`config.mk`:
```
export PLATFORM = sky130hd
export DESIGN_NAME = port_c_and_test_pin_mux
export DESIGN_NICKNAME = d
export VERILOG_FILES = /design/src/common/port_c_pin_pkg.sv /design/src/design/test_port.sv /design/src/design/port_c_and_test_pin_mux.sv
export VERILOG_INCLUDE_DIRS = /design/src /design/src/common
export SDC_FILE = /design/constraint.sdc
export NUM_CORES = 1
export LEC_CHECK = 0
export BUFFER_PORTS_ARGS = -buffer_cell sky130_fd_sc_hd__buf_2
export CAP_MARGIN = 15
export CORE_ASPECT_RATIO = 1.4
export CORE_MARGIN = 10
export CORE_UTILIZATION = 43
export DETAILED_ROUTE_END_ITERATION = 12
export MAX_ROUTING_LAYER = met4
export PLACE_DENSITY = 0.68
export SLEW_MARGIN = 10
export SYNTH_ARGS = -nofsm -noshare
export SYNTH_HDL_FRONTEND = slang
export SYNTH_HIERARCHICAL = 1
export SYNTH_SLANG_ARGS = --single-unit
```
`constraint.sdc`:
```
create_clock -name sys_clk -period 1.9 [get_ports sys_clk]
set_clock_uncertainty 0.15 [all_clocks]
set_input_delay 0.285 -clock sys_clk [delete_from_list [all_inputs] [get_ports sys_clk]]
set_output_delay 0.285 -clock sys_clk [all_outputs]
set_load 0.02 [all_outputs]
```
`src/common/port_c_pin_map.svh`:
```
`ifndef PORT_C_PIN_MAP_SVH
`define PORT_C_PIN_MAP_SVH
`define SEL_ANALOG 3'h0
`define SEL_GPIO 3'h1
`define SEL_PWM 3'h2
`define SEL_TEST 3'h3
`define SEL_SS 3'h4
`define SEL_TIMER 3'h5
`define SEL_CMPOUT 3'h6
`define TAP_IR_LEN 4
`define TAP_IR_RESET 4'h1
`define TAP_IR_BYPASS 4'hf
`define PULL_RESET 5'h18
`define PAD_SYNC_IDLE 5'h1f
`define TMS_SYNC_IDLE 2'h3
`endif

```
`src/common/port_c_pin_pkg.sv`:
```
package port_c_pin_pkg;
   typedef enum logic [3:0] {
      TAP_RESET, TAP_IDLE, TAP_SEL_DR, TAP_CAP_DR, TAP_SHIFT_DR, TAP_EXIT1_DR,
      TAP_PAUSE_DR, TAP_EXIT2_DR, TAP_UPD_DR, TAP_SEL_IR, TAP_CAP_IR,
      TAP_SHIFT_IR, TAP_EXIT1_IR, TAP_PAUSE_IR, TAP_EXIT2_IR, TAP_UPD_IR
   } tap_state_t;
endpackage

```
`src/design/test_port.sv`:
```
`timescale 1ns/1ps
`default_nettype none
`include "port_c_pin_map.svh"
module test_port
   import port_c_pin_pkg::*;
(
   // Clock and reset
   input wire logic sys_clk,
   input wire logic rstn,
   // Synchronised test pins
   input wire logic tckRise,
   input wire logic tckFall,
   input wire logic tmsIn,
   input wire logic tdiIn,
   // Test data out
   output logic tdoOut,
   output logic tdoOe
);
   tap_state_t state_r, state_nxt;
   logic [`TAP_IR_LEN-1:0] irShift_r, irShift_nxt;
   logic bypass_r, bypass_nxt, tdo_r, tdo_nxt, oe_r, oe_nxt;

   // ----------------------------------------
   // Controller
   // ----------------------------------------
   always_comb
   begin
      state_nxt = state_r;
      irShift_nxt = irShift_r;
      bypass_nxt = bypass_r;
      tdo_nxt = tdo_r;
      oe_nxt = oe_r;
      if (tckRise)
      begin
         case (state_r)
            TAP_RESET: state_nxt = tmsIn ? TAP_RESET : TAP_IDLE;
            TAP_IDLE: state_nxt = tmsIn ? TAP_SEL_DR : TAP_IDLE;
            TAP_SEL_DR: state_nxt = tmsIn ? TAP_SEL_IR : TAP_CAP_DR;
            TAP_CAP_DR:
            begin
               bypass_nxt = 1'b0;
               state_nxt = tmsIn ? TAP_EXIT1_DR : TAP_SHIFT_DR;
            end
            TAP_SHIFT_DR:
            begin
               bypass_nxt = tdiIn;
               state_nxt = tmsIn ? TAP_EXIT1_DR : TAP_SHIFT_DR;
            end
            TAP_EXIT1_DR: state_nxt = tmsIn ? TAP_UPD_DR : TAP_PAUSE_DR;
            TAP_PAUSE_DR: state_nxt = tmsIn ? TAP_EXIT2_DR : TAP_PAUSE_DR;
            TAP_EXIT2_DR: state_nxt = tmsIn ? TAP_UPD_DR : TAP_SHIFT_DR;
            TAP_UPD_DR: state_nxt = tmsIn ? TAP_SEL_DR : TAP_IDLE;
            TAP_SEL_IR: state_nxt = tmsIn ? TAP_RESET : TAP_CAP_IR;
            TAP_CAP_IR:
            begin
               irShift_nxt = `TAP_IR_RESET;
               state_nxt = tmsIn ? TAP_EXIT1_IR : TAP_SHIFT_IR;
            end
            TAP_SHIFT_IR:
            begin
               irShift_nxt = {tdiIn, irShift_r[`TAP_IR_LEN-1:1]};
               state_nxt = tmsIn ? TAP_EXIT1_IR : TAP_SHIFT_IR;
            end
            TAP_EXIT1_IR: state_nxt = tmsIn ? TAP_UPD_IR : TAP_PAUSE_IR;
            TAP_PAUSE_IR: state_nxt = tmsIn ? TAP_EXIT2_IR : TAP_PAUSE_IR;
            TAP_EXIT2_IR: state_nxt = tmsIn ? TAP_UPD_IR : TAP_SHIFT_IR;
            // Only bypass exists, so the shifted instruction is not kept
            TAP_UPD_IR: state_nxt = tmsIn ? TAP_SEL_DR : TAP_IDLE;
            default: state_nxt = TAP_RESET;
         endcase
      end
      // Output moves on the falling edge so the tester samples a settled bit
      if (tckFall)
      begin
         oe_nxt = (state_r == TAP_SHIFT_IR) || (state_r == TAP_SHIFT_DR);
         tdo_nxt = (state_r == TAP_SHIFT_IR) ? irShift_r[0] : bypass_r;
      end
   end

   always_ff @(posedge sys_clk or negedge rstn)
   begin
      if (!rstn)
      begin
         state_r <= TAP_RESET;
         irShift_r <= `TAP_IR_RESET;
         bypass_r <= 1'b0;
         tdo_r <= 1'b0;
         oe_r <= 1'b0;
      end
      else
      begin
         state_r <= state_nxt;
         irShift_r <= irShift_nxt;
         bypass_r <= bypass_nxt;
         tdo_r <= tdo_nxt;
         oe_r <= oe_nxt;
      end
   end

   assign tdoOut = tdo_r;
   assign tdoOe = oe_r;
endmodule
`default_nettype wire

```
`src/design/port_c_and_test_pin_mux.sv`:
```
`timescale 1ns/1ps
`default_nettype none
`include "port_c_pin_map.svh"
module port_c_and_test_pin_mux
   import port_c_pin_pkg::*;
(
   // Clock and reset
   input wire logic sys_clk,
   input wire logic rstn,
   // Function selects, one per pin
   input wire logic [2:0] selC4,
   input wire logic [2:0] selC5,
   input wire logic [2:0] selC6,
   input wire logic [2:0] selC7,
   input wire logic [2:0] selTdi,
   input wire logic selApply,
   // GPIO side, bits 0..3 are port C 4..7, bit 4 is port D 0
   input wire logic [4:0] gpioOut,
   input wire logic [4:0] gpioDirOut,
   output logic [4:0] gpioIn,
   // Peripheral side
   input wire logic pulseWidthOutCh2,
   input wire logic comparator1ResultOut,
   output logic spiSlaveSelectN,
   output logic dualTimerInputCh2,
   output logic [4:0] analogConnect,
   // Pins: C4, C5, C6, C7, TDI
   input wire logic [4:0] padIn,
   output logic [4:0] padOut,
   output logic [4:0] padOe,
   output logic [4:0] padPullup,
   // Test pins
   input wire logic tckPin,
   input wire logic tmsPin,
   output logic tdoPin,
   output logic tdoOe,
   output logic tdoPullup
);
   logic [2:0] sel_r [5];
   logic [2:0] sel_nxt [5];
   logic [4:0] padS1_r, padS2_r, padOut_r, padOut_nxt, padOe_r, padOe_nxt;
   logic [4:0] pull_r, pull_nxt;
   logic [2:0] tckS_r, tckS_nxt;
   logic [1:0] tmsS_r, tmsS_nxt;
   logic tdoOeInt;

   // Default function of each pin out of reset
   function automatic logic [2:0] resetSel(input int idx);
      case (idx)
         0: resetSel = `SEL_ANALOG;
         1: resetSel = `SEL_ANALOG;
         2: resetSel = `SEL_ANALOG;
         3: resetSel = `SEL_GPIO;
         default: resetSel = `SEL_TEST;
      endcase
   endfunction

   // Which selects are legal on which pin; illegal ones are ignored
   function automatic logic legalSel(input int idx, input logic [2:0] s);
      case (idx)
         0, 1, 3: legalSel = (s == `SEL_ANALOG) || (s == `SEL_GPIO);
         2: legalSel = (s == `SEL_ANALOG) || (s == `SEL_GPIO) || (s == `SEL_PWM);
         default: legalSel = (s <= `SEL_CMPOUT) && (s != `SEL_PWM);
      endcase
   endfunction

   // ----------------------------------------
   // Function select and pad drive
   // ----------------------------------------
   always_comb
   begin
      logic [2:0] req [5];
      req[0] = selC4;
      req[1] = selC5;
      req[2] = selC6;
      req[3] = selC7;
      req[4] = selTdi;
      padOut_nxt = '0;
      padOe_nxt = '0;
      pull_nxt = '0;
      for (int i = 0; i < 5; i++)
      begin
         sel_nxt[i] = sel_r[i];
         if (selApply && legalSel(i, req[i]))
            sel_nxt[i] = req[i];
         // One driver per pin; analog leaves the output off
         case (sel_nxt[i])
            `SEL_GPIO:
            begin
               padOut_nxt[i] = gpioOut[i];
               padOe_nxt[i] = gpioDirOut[i];
               pull_nxt[i] = !gpioDirOut[i];
            end
            `SEL_PWM:
            begin
               padOut_nxt[i] = pulseWidthOutCh2;
               padOe_nxt[i] = 1'b1;
            end
            `SEL_CMPOUT:
            begin
               padOut_nxt[i] = comparator1ResultOut;
               padOe_nxt[i] = 1'b1;
            end
            `SEL_TEST, `SEL_SS, `SEL_TIMER: pull_nxt[i] = 1'b1;
            default: pull_nxt[i] = 1'b0;
         endcase
      end
   end

   always_ff @(posedge sys_clk or negedge rstn)
   begin
      if (!rstn)
      begin
         for (int i = 0; i < 5; i++)
            sel_r[i] <= resetSel(i);
         padOut_r <= '0;
         padOe_r <= '0;
         pull_r <= `PULL_RESET;
      end
      else
      begin
         for (int i = 0; i < 5; i++)
            sel_r[i] <= sel_nxt[i];
         padOut_r <= padOut_nxt;
         padOe_r <= padOe_nxt;
         pull_r <= pull_nxt;
      end
   end

   // ----------------------------------------
   // Input synchronisers
   // ----------------------------------------
   always_comb
   begin
      tckS_nxt = {tckS_r[1:0], tckPin};
      tmsS_nxt = {tmsS_r[0], tmsPin};
   end

   always_ff @(posedge sys_clk or negedge rstn)
   begin
      if (!rstn)
      begin
         padS1_r <= `PAD_SYNC_IDLE;
         padS2_r <= `PAD_SYNC_IDLE;
         tckS_r <= '0;
         tmsS_r <= `TMS_SYNC_IDLE;
      end
      else
      begin
         padS1_r <= padIn;
         padS2_r <= padS1_r;
         tckS_r <= tckS_nxt;
         tmsS_r <= tmsS_nxt;
      end
   end

   // ----------------------------------------
   // Outputs to peripherals
   // ----------------------------------------
   always_comb
   begin
      for (int i = 0; i < 5; i++)
      begin
         gpioIn[i] = (sel_r[i] == `SEL_GPIO) ? padS2_r[i] : 1'b0;
         analogConnect[i] = (sel_r[i] == `SEL_ANALOG);
      end
      // Slave select idles high when the pin is elsewhere
      spiSlaveSelectN = (sel_r[4] == `SEL_SS) ? padS2_r[4] : 1'b1;
      dualTimerInputCh2 = (sel_r[4] == `SEL_TIMER) ? padS2_r[4] : 1'b0;
   end

   assign padOut = padOut_r;
   assign padOe = padOe_r;
   assign padPullup = pull_r;

   // Edges found on the sampled gated clock; no edge expected outside a scan
   test_port u_tap (
      .sys_clk(sys_clk),
      .rstn(rstn),
      .tckRise(tckS_r[1] && !tckS_r[2] && (sel_r[4] == `SEL_TEST)),
      .tckFall(!tckS_r[1] && tckS_r[2]),
      .tmsIn(tmsS_r[1]),
      .tdiIn(padS2_r[4]),
      .tdoOut(tdoPin),
      .tdoOe(tdoOeInt)
   );

   assign tdoOe = tdoOeInt;
   assign tdoPullup = !tdoOeInt;
endmodule
`default_nettype wire

```
# Yosys cells after proc, flatten, opt, wreduce, memory -nomap -nowiden
# Cells that the tools add are included.
[classes]
order_cmp = 1
n_eq_ne = 59
n_mux = 43
n_reduce_logical = 50
[ops]
columns = ["operator", "n"]
rows = [
  ["3-bit equality test (second input constant)", 17],
  ["4-bit one-hot mux with 12 select lines", 1],
  ["3-bit by 1-bit equality test with 1-bit output (second input constant)", 14],
  ["3-bit by 2-bit equality test with 1-bit output (second input constant)", 12],
  ["4-bit equality test (second input constant)", 8],
  ["3-bit logical NOT", 9],
  ["1-bit one-hot mux with 2 select lines", 11],
  ["3-bit two-way mux", 7],
  ["3-bit OR reduction", 6],
  ["4-bit by 3-bit equality test with 1-bit output (second input constant)", 4],
  ["4-bit two-way mux", 4],
  ["1-bit one-hot mux with 3 select lines", 5],
  ["2-bit OR reduction", 7],
  ["1-bit two-way mux", 11],
  ["1-bit logical AND", 9],
  ["4-bit by 2-bit equality test with 1-bit output (second input constant)", 2],
  ["1-bit logical NOT", 8],
  ["4-bit one-hot mux with 2 select lines", 1],
  ["1-bit logical OR", 6],
  ["2-bit two-way mux", 3],
  ["4-bit by 1-bit equality test with 1-bit output (second input constant)", 1],
  ["4-bit logical NOT", 1],
  ["2-bit AND reduction", 2],
  ["2-bit nonzero test", 2],
  ["2 further kinds", 2],
]
[totals]
register_bits = 56
inputBits = 37
out_inout_bits = 30

# Logic depth before layout (Yosys ltp)
[depth]
ltp_word = 8
ltp_mapped = 7

# Hierarchy
# Netlist, hierarchy kept.
[by_module_without_submodules]
columns = ["mod", "instances", "cells_per_inst", "area_each_um2", "seq_area_each_um2"]
rows = [
  ["port_c_and_test_pin_mux", 1, 158, 1825.5, 1147.4],
  ["test_port", 1, 78, 690.7, 276.5],
]

# Worst setup path after synthesis
# Ideal clock, no wire load.
[synth_path]
path_type = "reg2reg"
start = "register sel_r[0] (netlist bit)"
end = "register u_tap.irShift_r[3]"
setup_time_ns = 0.122
arrival_time_ns = 1.538
setup_slack_ns = 0.091
stages_incl_launch_ff = 7
period_less_slack_ns = 1.809
path_cell_list = "dfstp_2 > nand4b_1 > nor2_1 > buf_2 > buf_2 > nand4b_1 > a32o_1"
[synth_via]
elab_chain_cells = 3
[synth_rtl]
columns = ["item", "line", "source"]
rows = [
  ["start: declaration", "port_c_and_test_pin_mux.sv:39", "logic [2:0] sel_r [5];"],
  ["start signal: indexed assignment", "port_c_and_test_pin_mux.sv:115", "sel_r[i] <= resetSel(i);"],
  ["start signal: indexed assignment", "port_c_and_test_pin_mux.sv:123", "sel_r[i] <= sel_nxt[i];"],
  ["3-bit by 2-bit equality test with 1-bit output (no source line)", "-", ""],
  ["1-bit logical AND", "port_c_and_test_pin_mux.sv:180", ".tckRise(tckS_r[1] && !tckS_r[2] && (sel_r[4] == `SEL_TEST)),"],
  ["2-bit AND reduction (no source line)", "-", ""],
  ["end signal: assignment", "test_port.sv:85", "irShift_r <= `TAP_IR_RESET;"],
  ["end signal: assignment", "test_port.sv:93", "irShift_r <= irShift_nxt;"],
  ["end: declaration", "test_port.sv:20", "logic [`TAP_IR_LEN-1:0] irShift_r, irShift_nxt;"],
]
# No other way between the ends.
# A chain may end at the register's enable or synchronous reset.

# Worst setup path in the final report
[layout_path]
start = "register sel_r[0] (netlist bit)"
end = "output port spiSlaveSelectN"
[layout_via]
elab_chain_cells = 2
[layout_rtl]
columns = ["item", "line", "source"]
rows = [
  ["3-bit equality test (no source line)", "-", ""],
  ["1-bit two-way mux", "port_c_and_test_pin_mux.sv:168", "spiSlaveSelectN = (sel_r[4] == `SEL_SS) ? padS2_r[4] : 1'b1;"],
  ["end: declaration", "port_c_and_test_pin_mux.sv:24", "output logic spiSlaveSelectN,"],
]
# No other way between the ends.

==> run metrics <==
reg2reg start=tckS_r[1]; CP Data Arrival Time=between 1 and 1.5 ns; post-synthesis async set-or-reset flop share=100%; Hold Path Class=in -> reg; post-DR wirelength/cell=15.1 µm; Cell variety after synth=51; largest area contributor in the synthesized netlist=dfrtp_1; Tot Pwr=2.82 mW; Die Span Y=around 110 µm; IO Pins=between 60 and 70; initial antenna violation count=0; PortBufs=66; Site Rows=32; CTS H-tree lvls=2; Slowest-stage cell, CP=or4b_4; global-route wire length before repair=a little under 10 mm; Mapped Nets=273; CTS tree=yes; FF+latch count, synth=56; gr ovfl total=0; count of pins over their slew limit=0; failing checks=setup timing; register area share after synthesis=56.6%; syn_area_per_cell=10.7 µm²; CTS Buf Count=5; Core ar.=0.00561 mm²; relative slew slack=69.9%; worst skew pair latency=0.30 ns; Die W=~85 µm; Mapped Cells=236; Pleak=between 1.5 and 2 nW; non-filler instance count after layout=393; Synth area leaders=dfrtp_1 (38%), dfstp_2 (19%), nand2_1 (4.2%); post-synth top area share=37.8%; CP Class=reg -> out; period utilization=101%; Detailed Place HPWL=4.50 mm; Cell Pwr Density=874 mW/mm²; routability cong.=about 0.84; drt drc=0; Antenna diodes=0; Yosys warnings=6; RSZ-0062 raised after global routing=yes; Worst-Margin Slew=0.445 ns; layout cells sized above 1=36.0%; die area=0.00935 mm²; Vias=~2,100; Required @ worst endpoint=1.46 ns; Critical path origin=sel_r[0]; Max IR drop VDD=around 0.46 mV; CP max FO=5; final core occ=57.5%; Main synth FF type=dfrtp_1; number of synthesized flops with an enable pin=0; Synth-to-Final Area Change=28.2%; initial DRC count=143; Max Freq=522 MHz; Final #Nets=between 300 and 400; CP delay by family, top=simple AND/OR/NAND/NOR gates; Final setup viols=1; max_cap viols=0; Via density=5.26; Initial Util=between 40% and 50%; Total GRT Usage=between 10 and 15%; Cells after DPL=372; Crit. End Element=output pin; final setup margin=-0.0168 ns; Post-Synthesis Cell Area=0.00252 mm²; most used cell, CP=buf_6; # clock sinks=56; status=complete, but fails checks; First-pass DRT Iterations=4; clock slew at reported path FFs=0.09 ns; CP peak stage delay=0.54 ns; Hold Crit Start=gpioDirOut[1]; final WL=approximately 5.9 mm; largest net degree at the start of global routing=57; CTS Buffer Depth=2; crit path launch type=flip-flop; Post-DRT Antenna Nets=0; CTS root buffer=clkbuf_8; CP Cell Sequence=buf_6, or4b_4, buf_6; vias in the first global route=about 2,100; Hold Vio Cnt, Final=0; pre-CTS WS=0.0243 ns; Critical path buffers and inverters=2; min Tclk post-route=1.92 ns
-- power by group --
part | leakage [nW] | internal, mW | total (mW) | switching (mW)
logic | 0.832 | 0.314 | 0.720 | 0.406
registers | 0.681 | 1.33 | 1.44 | 0.116
clock network | 0.0510 | 0.292 | 0.655 | 0.363
-- worst register-to-register path, delay by kind of cell (launching register included) --
kind	cells	cell delay [ns]
buffers and inverters	1	0.13
DFF	1	0.41
and+or+nand+nor	4	0.80
AOI/OAI and AO/OA	1	0.26
-- state kept, by name, indices dropped and copies added (netlist names) --
name and count:
u_tap/irShift_r 4, u_tap/state_r 4, padS2_r 5, u_tap/tdoOut 1
padOut 5, tmsS_r 2, padS1_r 5, tckS_r 3
padPullup 5, u_tap/tdoOe 1, sel_r 15, u_tap/bypass_r 1
padOe 5
-- worst paths after layout --
check                                    to  slack (ns)  cells past startpoint
max                         spiSlaveSelectN       -0.02                      3
min                            padPullup[1]        0.04                      2
max reg2reg                u_tap/state_r[0]        0.04                      6
min reg2reg                       tckS_r[1]        0.21                      0
max in group asynchronous      padPullup[3]        0.95                      3
min in group asynchronous  u_tap/state_r[1]        0.34                      3
-- area by class of cell --
cell class	count	area [µm²]
inverters	17	63.8
multi-input cells	155	1000
repair buffers	89	556
clock inverters	2	10.0
well taps	68	85.1
fillers	502	2380
clock buffers	6	82.6
flip-flops and latches	56	1420
-- through the flow --
stage               hold WS (ns)  cell area [µm²]  TNS, ns
detailed placement         0.156             2980        0
global placement           0.154             2980        0
global route              0.0242             3230  -0.0869
finish                    0.0385             3230  -0.0168
CTS                      0.00989             3180  -0.0546
floorplan                 -0.161             2520        0
-- per-layer routing --
metal | share of wire (%) | GRT usage [%] | vias to the layer above
li1 | - | - | 1021
met1 | 42 | 14.4 | 979
met2 | 52 | 21.4 | 62
met3 | 4.7 | 3.30 | 4
met4 | 0.76 | 3.40 | 0
met5 | 0 | - | -
-- cells in the final DEF (no fill, tap or decap), types with 5 or more instances in the layout --
cell / instances
dfstp_2: 18
nor3b_1: 5
dlygate4sd3_1: 9
clkbuf_8: 6
nand2b_1: 5
buf_2: 65
o21ai_0: 5
mux2i_1: 9
buf_4: 10
nor3_1: 9
nand3_1: 6
a21oi_1: 7
o21ai_1: 5
dfrtp_1: 38
nand2_1: 28
inv_1: 16
o22ai_1: 8
nor2_1: 11
-- logic make-up (layout without fill, tap and decap cells) --
family	Yosys count	after routing	synth area share (%)
xor+xnor	2	2	0.696
simple gates	94	94	21.2
compound gates	50	50	13.8
buf+inv	25	114	4.18
mux	9	9	3.58
flops	56	56	56.6
-- Yosys cell counts, types with 2 or more instances --
| cell | n |
|---|---|
| dfrtp_1 | 38 |
| nand2b_1 | 5 |
| mux2i_1 | 9 |
| dfstp_2 | 18 |
| inv_1 | 16 |
| nor3_1 | 9 |
| nor2_1 | 12 |
| o31ai_1 | 4 |
| nand3_1 | 6 |
| o211ai_1 | 3 |
| o22ai_1 | 8 |
| nand2_1 | 28 |
| o21ai_1 | 5 |
| nand4b_1 | 3 |
| o21ai_0 | 5 |
| buf_2 | 6 |
| and2_4 | 2 |
| and2_1 | 2 |
| and4b_1 | 4 |
| o21ai_2 | 2 |
| xor2_1 | 2 |
| a32o_1 | 2 |
| and3b_1 | 2 |
| nor3b_1 | 5 |
| nor4_1 | 2 |
| a31oi_1 | 2 |
| a21oi_1 | 7 |
| or3b_1 | 3 |
| nor2b_1 | 3 |
| or2_1 | 2 |
-- what timing repair did --
action	CTS	global route
resized for setup	5	6
endpoints found under the hold margin	45	1
hold buffers	8	1
setup buffers	1	2
endpoints found under the setup margin	2	4
pin swaps	1	4
cloned	0	1
Note: power is estimated with default switching activity, not from simulation.
